==> src/rtl/abs_pkg.sv <==
// package: opcodes, widths and field constants for the bit/skip datapath
package abs_pkg;
  localparam int DATA_W = 8;
  localparam int ADDR_W = 7;
  localparam int BIT_W = 3;
  localparam int NIB_MSB = 3;
  localparam int BYTE_MSB = 7;
  localparam logic [7:0] W_RESET = 8'h00;
  localparam logic [7:0] ZERO_BYTE = 8'h00;
  localparam logic [7:0] ONE_HOT_BASE = 8'h01;
  localparam logic DEST_W = 1'b0;
  localparam logic DEST_F = 1'b1;

  typedef enum logic [3:0] {
    ABS_OP_NONE,
    ABS_OP_ADD_LITERAL,
    ABS_OP_ADD_REGISTER,
    ABS_OP_AND_LITERAL,
    ABS_OP_AND_REGISTER,
    ABS_OP_BIT_CLEAR,
    ABS_OP_BIT_SET,
    ABS_OP_SKIP_IF_ONE,
    ABS_OP_SKIP_IF_ZERO
  } abs_op_t;
endpackage

==> src/rtl/abs_sync.sv <==
// two-flop synchroniser for a bus of pin levels
module abs_sync
  import abs_pkg::*;
#(
  parameter int WIDTH = DATA_W
) (
  input wire logic clk_sys,
  input wire logic resetn,
  input wire logic [WIDTH-1:0] async_in,
  output logic [WIDTH-1:0] sync_out
);
  logic [WIDTH-1:0] meta_r;
  logic [WIDTH-1:0] meta_nxt;
  logic [WIDTH-1:0] sync_r;
  logic [WIDTH-1:0] sync_nxt;

  always_comb begin
    meta_nxt = async_in;
    sync_nxt = meta_r;
  end

  always_ff @(posedge clk_sys or negedge resetn) begin
    if (!resetn) begin
      meta_r <= '0;
      sync_r <= '0;
    end else begin
      meta_r <= meta_nxt;
      sync_r <= sync_nxt;
    end
  end

  assign sync_out = sync_r;
endmodule

==> src/rtl/abs_alu.sv <==
// datapath for add/and, bit set/clear and bit-test-skip instructions
module abs_alu
  import abs_pkg::*;
(
  input wire logic clk_sys,
  input wire logic resetn,
  input wire logic op_valid,
  input wire abs_op_t op_code,
  input wire logic [DATA_W-1:0] literal_k,
  input wire logic [ADDR_W-1:0] file_addr,
  input wire logic dest_sel,
  input wire logic [BIT_W-1:0] bit_sel,
  input wire logic [DATA_W-1:0] file_rdata,
  input wire logic file_is_io,
  input wire logic [DATA_W-1:0] io_pins,
  output logic [DATA_W-1:0] w_out,
  output logic file_we,
  output logic [ADDR_W-1:0] file_waddr,
  output logic [DATA_W-1:0] file_wdata,
  output logic carry_flag,
  output logic digit_carry_flag,
  output logic zero_flag,
  output logic flags_we,
  output logic skip_next,
  output logic nop_cycle
);
  logic [DATA_W-1:0] pins_sync;
  logic [DATA_W-1:0] operand;
  logic [DATA_W-1:0] mask;
  logic [DATA_W:0] sum;
  logic [NIB_MSB+1:0] low_sum;
  logic [DATA_W-1:0] result;
  logic bit_val;

  logic [DATA_W-1:0] w_r, w_nxt;
  logic file_we_r, file_we_nxt;
  logic [ADDR_W-1:0] file_waddr_r, file_waddr_nxt;
  logic [DATA_W-1:0] file_wdata_r, file_wdata_nxt;
  logic c_r, c_nxt;
  logic dc_r, dc_nxt;
  logic z_r, z_nxt;
  logic flags_we_r, flags_we_nxt;
  logic skip_r, skip_nxt;
  logic nop_r, nop_nxt;

  abs_sync #(.WIDTH(DATA_W)) u_pin_sync (
    .clk_sys(clk_sys),
    .resetn(resetn),
    .async_in(io_pins),
    .sync_out(pins_sync)
  );

  function automatic logic is_zero(input logic [DATA_W-1:0] v);
    return v == ZERO_BYTE;
  endfunction

  always_comb begin
    // pin level wins over latch for io read-modify-write
    operand = file_is_io ? pins_sync : file_rdata;
    mask = ONE_HOT_BASE << bit_sel;
    bit_val = operand[bit_sel];
    low_sum = {1'b0, w_r[NIB_MSB:0]} + {1'b0, literal_k[NIB_MSB:0]};
    sum = {1'b0, w_r} + {1'b0, literal_k};
    if (op_code == ABS_OP_ADD_REGISTER) begin
      low_sum = {1'b0, w_r[NIB_MSB:0]} + {1'b0, operand[NIB_MSB:0]};
      sum = {1'b0, w_r} + {1'b0, operand};
    end
    result = sum[DATA_W-1:0];
    w_nxt = w_r;
    file_we_nxt = 1'b0;
    file_waddr_nxt = file_addr;
    file_wdata_nxt = file_wdata_r;
    c_nxt = c_r;
    dc_nxt = dc_r;
    z_nxt = z_r;
    flags_we_nxt = 1'b0;
    skip_nxt = 1'b0;
    // the slot after a taken skip executes nothing
    nop_nxt = skip_r;
    if (op_valid && !skip_r) begin
      case (op_code)
        ABS_OP_ADD_LITERAL, ABS_OP_ADD_REGISTER: begin
          c_nxt = sum[DATA_W];
          dc_nxt = low_sum[NIB_MSB+1];
          z_nxt = is_zero(result);
          flags_we_nxt = 1'b1;
        end
        ABS_OP_AND_LITERAL: begin
          result = w_r & literal_k;
          z_nxt = is_zero(result);
          flags_we_nxt = 1'b1;
        end
        ABS_OP_AND_REGISTER: begin
          result = w_r & operand;
          z_nxt = is_zero(result);
          flags_we_nxt = 1'b1;
        end
        ABS_OP_BIT_CLEAR: result = operand & ~mask;
        ABS_OP_BIT_SET: result = operand | mask;
        ABS_OP_SKIP_IF_ONE: skip_nxt = bit_val;
        ABS_OP_SKIP_IF_ZERO: skip_nxt = !bit_val;
        default: ;
      endcase
      case (op_code)
        ABS_OP_ADD_LITERAL, ABS_OP_AND_LITERAL: w_nxt = result;
        ABS_OP_ADD_REGISTER, ABS_OP_AND_REGISTER: begin
          if (dest_sel == DEST_W) begin
            w_nxt = result;
          end else begin
            file_we_nxt = 1'b1;
            file_wdata_nxt = result;
          end
        end
        ABS_OP_BIT_CLEAR, ABS_OP_BIT_SET: begin
          file_we_nxt = 1'b1;
          file_wdata_nxt = result;
        end
        default: ;
      endcase
    end
  end

  always_ff @(posedge clk_sys or negedge resetn) begin
    if (!resetn) begin
      w_r <= W_RESET;
      file_we_r <= 1'b0;
      file_waddr_r <= '0;
      file_wdata_r <= ZERO_BYTE;
      c_r <= 1'b0;
      dc_r <= 1'b0;
      z_r <= 1'b0;
      flags_we_r <= 1'b0;
      skip_r <= 1'b0;
      nop_r <= 1'b0;
    end else begin
      w_r <= w_nxt;
      file_we_r <= file_we_nxt;
      file_waddr_r <= file_waddr_nxt;
      file_wdata_r <= file_wdata_nxt;
      c_r <= c_nxt;
      dc_r <= dc_nxt;
      z_r <= z_nxt;
      flags_we_r <= flags_we_nxt;
      skip_r <= skip_nxt;
      nop_r <= nop_nxt;
    end
  end

  assign w_out = w_r;
  assign file_we = file_we_r;
  assign file_waddr = file_waddr_r;
  assign file_wdata = file_wdata_r;
  assign carry_flag = c_r;
  assign digit_carry_flag = dc_r;
  assign zero_flag = z_r;
  assign flags_we = flags_we_r;
  assign skip_next = skip_r;
  assign nop_cycle = nop_r;
endmodule

==> config.mk <==
export PLATFORM = sky130hd
export DESIGN_NAME = abs_alu
export DESIGN_NICKNAME = d
export VERILOG_FILES = /design/src/rtl/abs_pkg.sv /design/src/rtl/abs_sync.sv /design/src/rtl/abs_alu.sv
export SDC_FILE = /design/constraint.sdc
export NUM_CORES = 1
export LEC_CHECK = 0
export BUFFER_PORTS_ARGS = -buffer_cell sky130_fd_sc_hd__clkbuf_2
export CORE_MARGIN = 4
export CORE_UTILIZATION = 37
export DETAILED_ROUTE_END_ITERATION = 12
export GPL_ROUTABILITY_DRIVEN = 0
export PLACE_DENSITY = 0.65
export SYNTH_ARGS = -nofsm -noshare
export SYNTH_HDL_FRONTEND = slang
export SYNTH_SLANG_ARGS = --single-unit
==> constraint.sdc <==
create_clock -name clk_sys -period 3.1 [get_ports clk_sys]
set_input_delay 0.62 -clock clk_sys [delete_from_list [all_inputs] [get_ports clk_sys]]
set_output_delay 0.62 -clock clk_sys [all_outputs]
set_load 0.05 [all_outputs]
* Word level (Yosys, flattened, before mapping)
Index checks and enable logic that the tools add are counted.
** Cells by class
- Reductions and logical operators :: 18
- Multiplexer cells :: 18
- Shifts and indexed selects :: 1
- Equality and inequality tests :: 10
- Add/subtract/negate cells :: 4
- Order comparisons :: 1
- Bitwise logic cells :: 5
** Operators by type and width (count)
- 8-bit one-hot mux with 2 select lines :: 2
- 8-bit one-hot mux with 4 select lines :: 1
- 8-bit bitwise AND :: 3
- 8-bit zero test :: 3
- 8-bit 2-to-1 mux :: 3
- 8-bit by 8-bit adder with 9-bit output :: 2
- 4-bit by 3-bit equality test with 1-bit output (second input constant) :: 4
- 4-bit by 4-bit adder with 5-bit output :: 2
- 9-bit 2-to-1 mux :: 1
- 4-bit by 2-bit equality test with 1-bit output (second input constant) :: 2
- 8-bit NOT :: 1
- 8-bit OR :: 1
- 2-bit OR reduction :: 4
- 1-bit by 3-bit << shifter with 8-bit output (first input constant) :: 1
- 1-bit 2-to-1 mux :: 6
- 3-bit AND reduction :: 2
- 5-bit 2-to-1 mux :: 1
- 4-bit by 1-bit equality test with 1-bit output (second input constant) :: 1
- 4-bit equality test (second input constant) :: 1
- 3-bit by 4-bit < comparator with 1-bit output (second input constant) :: 1
- 2-bit != test (second input constant) :: 2
- 1-bit one-hot mux with 2 select lines :: 2
- 2-bit AND reduction :: 2
- 2-bit nonzero test :: 2
- other kinds (6) :: 7
** Storage, ports and cells
- Logic and storage cells :: 69
- Bits in registers :: 46
- Output and inout port bits :: 30

* Longest topological paths before layout
- Depth in word-level cells :: 6
- Depth in mapped cells :: 12
- Mapped depth without buffers :: 11

* Cells and area by module
A second synthesis with hierarchy kept.
** Second synthesis, totals
- Cells, all modules :: 270
- Area, all modules :: 2656.3 µm²
** By module, submodules not included
- abs_alu :: cells each 254, area each 2255.9 µm², instances 1, seq. area each 750.7 µm²
- abs_sync :: cells each 16, area each 400.4 µm², instances 1, seq. area each 400.4 µm²

* Worst setup path after synthesis
No wires, ideal clock.
- Path kind :: input-to-reg
- Start point :: in op_code[0]
- End point :: reg z_r, in the netlist zero_flag
- Path buffers :: 2
- Data arrival time :: 3.356 ns
- Setup time :: 0.129 ns
- Cell stages on the path :: 12
- Slack :: -0.386 ns
- Cells stage by stage :: nand2b_1 -> clkbuf_1 -> nor3_2 -> clkbuf_1 -> a21oi_1 -> ha_1 -> fa_1 -> a211o_1 -> a2111oi_0 -> nor3_1 -> a211oi_1 -> a211oi_1
** Between the ends
- Cells in the longest elaborated chain, start to end :: 4
- Elaborated cells between the ends (all ways) :: 10
- Classes of those cells :: eq/ne (4); mux (2); reduce/logical (4)
** Ends and longest elaborated chain
- start, declared :: line abs_alu.sv:8 : input wire abs_op_t op_code,
- 4-bit by 2-bit equality test with 1-bit output / 4-bit by 1-bit equality test with 1-bit output (equally long branches) :: line abs_alu.sv:64, abs_alu.sv:81
- 9-bit 2-to-1 mux / 2-bit OR reduction (equally long branches) :: line abs_alu.sv:64, abs_alu.sv:81
- 8-bit zero test / 3-bit nonzero test (equally long branches)
- 1-bit one-hot mux with 3 select lines / 2-bit AND reduction (equally long branches)
- end signal, assigned :: line abs_alu.sv:142 : z_r <= z_nxt;
- end, declared :: line abs_alu.sv:41 : logic z_r, z_nxt;
Several ways; a longest one is shown, not always the timed one.
A chain may end at the register's enable or synchronous reset.

* Worst setup path after layout
- Start point :: in op_code[0]
- End point :: reg w_r[5], in the netlist w_out[5]
** Between the ends
- Cells in the longest elaborated chain, start to end :: 5
- Elaborated cells between the ends (all ways) :: 15
- Classes of those cells :: eq/ne (7); mux (4); reduce/logical (4)
** Ends and longest elaborated chain
- 4-bit by 2-bit equality test with 1-bit output :: line abs_alu.sv:64, abs_alu.sv:104
- 9-bit 2-to-1 mux :: line abs_alu.sv:64 : if (op_code == ABS_OP_ADD_REGISTER) begin
- 8-bit one-hot mux with 4 select lines :: line abs_alu.sv:81 : case (op_code)
- 8-bit 2-to-1 mux :: line abs_alu.sv:107 : if (dest_sel == DEST_W) begin
- 8-bit one-hot mux with 2 select lines :: line abs_alu.sv:104 : case (op_code)
- end signal, assigned :: line abs_alu.sv:136 : w_r <= w_nxt;
- end, declared :: line abs_alu.sv:35 : logic [DATA_W-1:0] w_r, w_nxt;
Several ways; a longest one is shown, not always the timed one. The select of a mux whose other input is x is not followed.

==> qor.txt <==
Status = finished clean
Die area = 8590 um2
Crit path max-delay family = compound AO/OA/AOI/OAI gates
Largest area contributor in the netlist = dfrtp_1
Vert. Die Dim = 92.7 um
Hold Vio Cnt, Final = 0
Post-Synth XOR/XNOR Area = 1.32%
Power Total = 0.00295 W
Synth Area in Adders = 5.00%
Routed len/inst = 16.6 um
Distinct cells, synth = 53
CTS tree = yes
Mapped Cells = 271
Max Cap Violations = 0
Yosys warns = 0
Largest family of logic cells by synthesized area = compound AO/OA/AOI/OAI gates
Final hold slack = 0.160 ns
Leak = 1.69 nW
Largest cells by area after synthesis = dfrtp_1 43%, mux2i_1 7.5%, ha_1 4.2%, nand2_1 3.8%, a21oi_1 3.6%
Share of layout cells above drive strength 1 = 33.9%
Crit Path Category = input pin to flop
RSZ-0062 raised after global routing = no
Final Cycle Share = 93.9%
H-tree depth = 2
Worst-path cell chain = clkbuf_2 > nand2b_4 > nor3_4 > buf_12 > nor2_1 > a21oi_1 > ha_1 > o211ai_1 > buf_4 > o21ai_0 > xor2_1 > a222oi_1 > buf_4 > o21ai_1
Peak Freq = 0.344 GHz
Crit start category = input pin
#FFs+latches synth = 46
EDFF count, synth = 0
Critical-path maximum fanout = 13
Net Count, Synth = 324
Final #Nets = 424
Hold buffers post-CTS = 0
Mapped Avg Cell Area = 9.79 um2
Top-count cell post-synth = dfrtp_1
Initial antenna violation count = 0
Synth Area in Simple Gates = 15.1%
Most Frequent Cell on Critical Path = buf_4
Crit end category = flop
I/O pins = 73
Commonest cells post-synth = 46 x dfrtp_1, 27 x nand2_1, 20 x mux2i_1
Root buf cell = clkbuf_8
Placed instance area = 3370 um2
Final Cell Area = 3480 um2
Min-Delay Path Class = input pin to async pin
Vias in the first global route = 2634
Power Dens Cells = 849 nW/um2
Drt drc = 0
Post-Syn Area = 2650 um2
Std cell rows = 30
Seq/Total Area, Yosys = 43.4%
Final WL = 7770 um
Initial core utilization = 38.6%
Vias/cell = 5.49
Sink Count = 46
Buf/Inv on CP = 4
Post-synthesis mux area share = 10.1%
Top cell type's share of synthesized area = 43.4%
CP max-delay cell = a222oi_1
Port Buffer Count = 72
Clock tree buffer depth = 2
Area delta synth->final = 31.0%
Initial DRC count = 186
GRT overflow = 0
Die extent in x = 92.7 um
Antenna viol nets, final = 0
Clk Latency, worst-skew pair = 0.32 ns
DR pass1 iterations = 4
Final setup fails = 0
Peak VDD IR = 0.000543 V
Slew Viols, Final = 0
Clk slew on worst S/H paths = 0.11 ns
Synth Area in Compound Gates = 21.3%
Arrival @ worst endpoint = 3.07 ns
Worst rel slew slack = 27.8%
Ant. Diodes = 0
Total GRT Usage = 19.0%
First-pass GRT wire length = 12800 um
Clock Skews = 0.0105 ns
CORE AREA = 6870 um2
DR vias = 2569
Pin count of the biggest net entering global routing = 37
Worst slew pin tran = 1.08 ns
Largest stage delay, worst path = 0.37 ns
Ys async rst share = 100%
Fin crit period = 2.91 ns
Total CTS buffers = 5
DP HPWL = 6100 um
Synth Flop Type = dfrtp_1
CP required = 3.26 ns
## registers in the layout, summed over array words and instances, names as in the netlist
signal and flops:
file_we 1, nop_cycle 1, carry_flag 1, file_wdata 8, flags_we 1, w_out 8
u_pin_sync.sync_out 8, skip_next 1, zero_flag 1, digit_carry_flag 1, u_pin_sync.meta_r 8, file_waddr 7
## what timing repair did
action	in CTS	in global routing
hold endpoints to repair	0	0
gates resized for setup	0	1
endpoints found under the setup margin	0	2
setup buffers	0	1
## final cells by class
| type | count | area [um2] |
|---|---|---|
| clock buffers | 5 | 68.8 |
| flip-flops and latches | 46 | 1150 |
| clock inverters | 3 | 26.3 |
| inverters | 11 | 41.3 |
| repair buffers | 106 | 628 |
| well taps | 96 | 120 |
| fillers | 646 | 3390 |
| multi-input cells | 201 | 1440 |
## routing by layer
layer	track usage [%]	share of wire, %	vias up
met5	0	0	-
met4	8.06	3.6	0
met3	3.98	7.6	28
met2	29.9	44	124
met1	25.3	45	1213
li1	-	-	1204
## stage by stage
step,std cells,util [%],setup slack [ns],setup TNS (ns)
floorplan,271,-,0.00309,0
global placement,459,49.0,-0.278,-0.668
detailed placement,459,49.0,-0.348,-0.947
CTS,467,50.4,0.0105,0
global route,468,50.6,0.0461,0
finish,468,50.6,0.190,0
## cell usage in the layout, fill, tap and decap left out, types with 2 or more instances in the layout
cell type	Yosys	layout
o21ai_0	13	13
nor2b_1	3	3
clkbuf_8	0	5
nor2_1	17	17
ha_1	9	8
clkbuf_2	0	72
o21ai_1	12	12
a2bb2oi_1	2	2
xnor2_1	3	3
o21bai_1	2	2
mux4_2	2	2
nand2_1	27	27
o211ai_1	3	3
mux2i_1	20	20
a21oi_1	19	18
a211oi_1	7	6
mux2_2	2	2
buf_4	0	33
a222oi_1	2	2
o2bb2ai_1	3	3
a221oi_1	4	3
nand3b_1	2	2
or3_1	2	2
nor4b_1	2	2
nand2b_1	5	4
a22oi_1	4	4
and3_1	3	3
o22ai_1	3	3
a221o_1	2	2
nor3_1	2	2
inv_1	11	11
nand3_1	2	2
nor3b_1	5	5
dfrtp_1	46	46
inv_6	0	3
## worst paths after layout
path / start / endpoint / slack (ns) / cells after the start
worst max-delay path: op_code[0] / w_out[5]$_DFFE_PN0P_ / 0.19 / 14
worst min-delay path: resetn / w_out[1]$_DFFE_PN0P_ / 0.16 / 1
worst max register to register: u_pin_sync.sync_out[0]$_DFF_PN0_ / zero_flag$_DFFE_PN0P_ / 0.51 / 9
worst min register to register: u_pin_sync.meta_r[7]$_DFF_PN0_ / u_pin_sync.sync_out[7]$_DFF_PN0_ / 0.35 / 0
max in group asynchronous: resetn / file_waddr[5]$_DFF_PN0_ / 2.19 / 2
min in group clk_sys: u_pin_sync.meta_r[7]$_DFF_PN0_ / u_pin_sync.sync_out[7]$_DFF_PN0_ / 0.35 / 0
## worst register-to-register path, stage by stage, from the launching register on
cell and delay (ns):
dfrtp_1 0.37, mux2i_1 0.27, a21oi_2 0.09, ha_2 0.20
fa_2 0.37, a211oi_1 0.33, o21bai_1 0.14, a211oi_1 0.36
nand4bb_1 0.15, a211oi_1 0.23
## logic make-up (layout without fill, tap and decap cells)
group	Yosys count	in the layout
flops	46	46
fa+ha+maj	10	10
compound gates	86	86
mux	24	24
simple gates	77	77
buf+inv	24	125
xor+xnor	4	4
## where the power goes
group / leakage (nW) / internal, W / switching, W
combinational: 1.08 / 0.000612 / 0.00105
sequential: 0.560 / 0.000729 / 0.000148
clock: 0.0495 / 0.000168 / 0.000240
total: 1.69 / 0.00151 / 0.00144
Power figures use the tool's default switching activity.
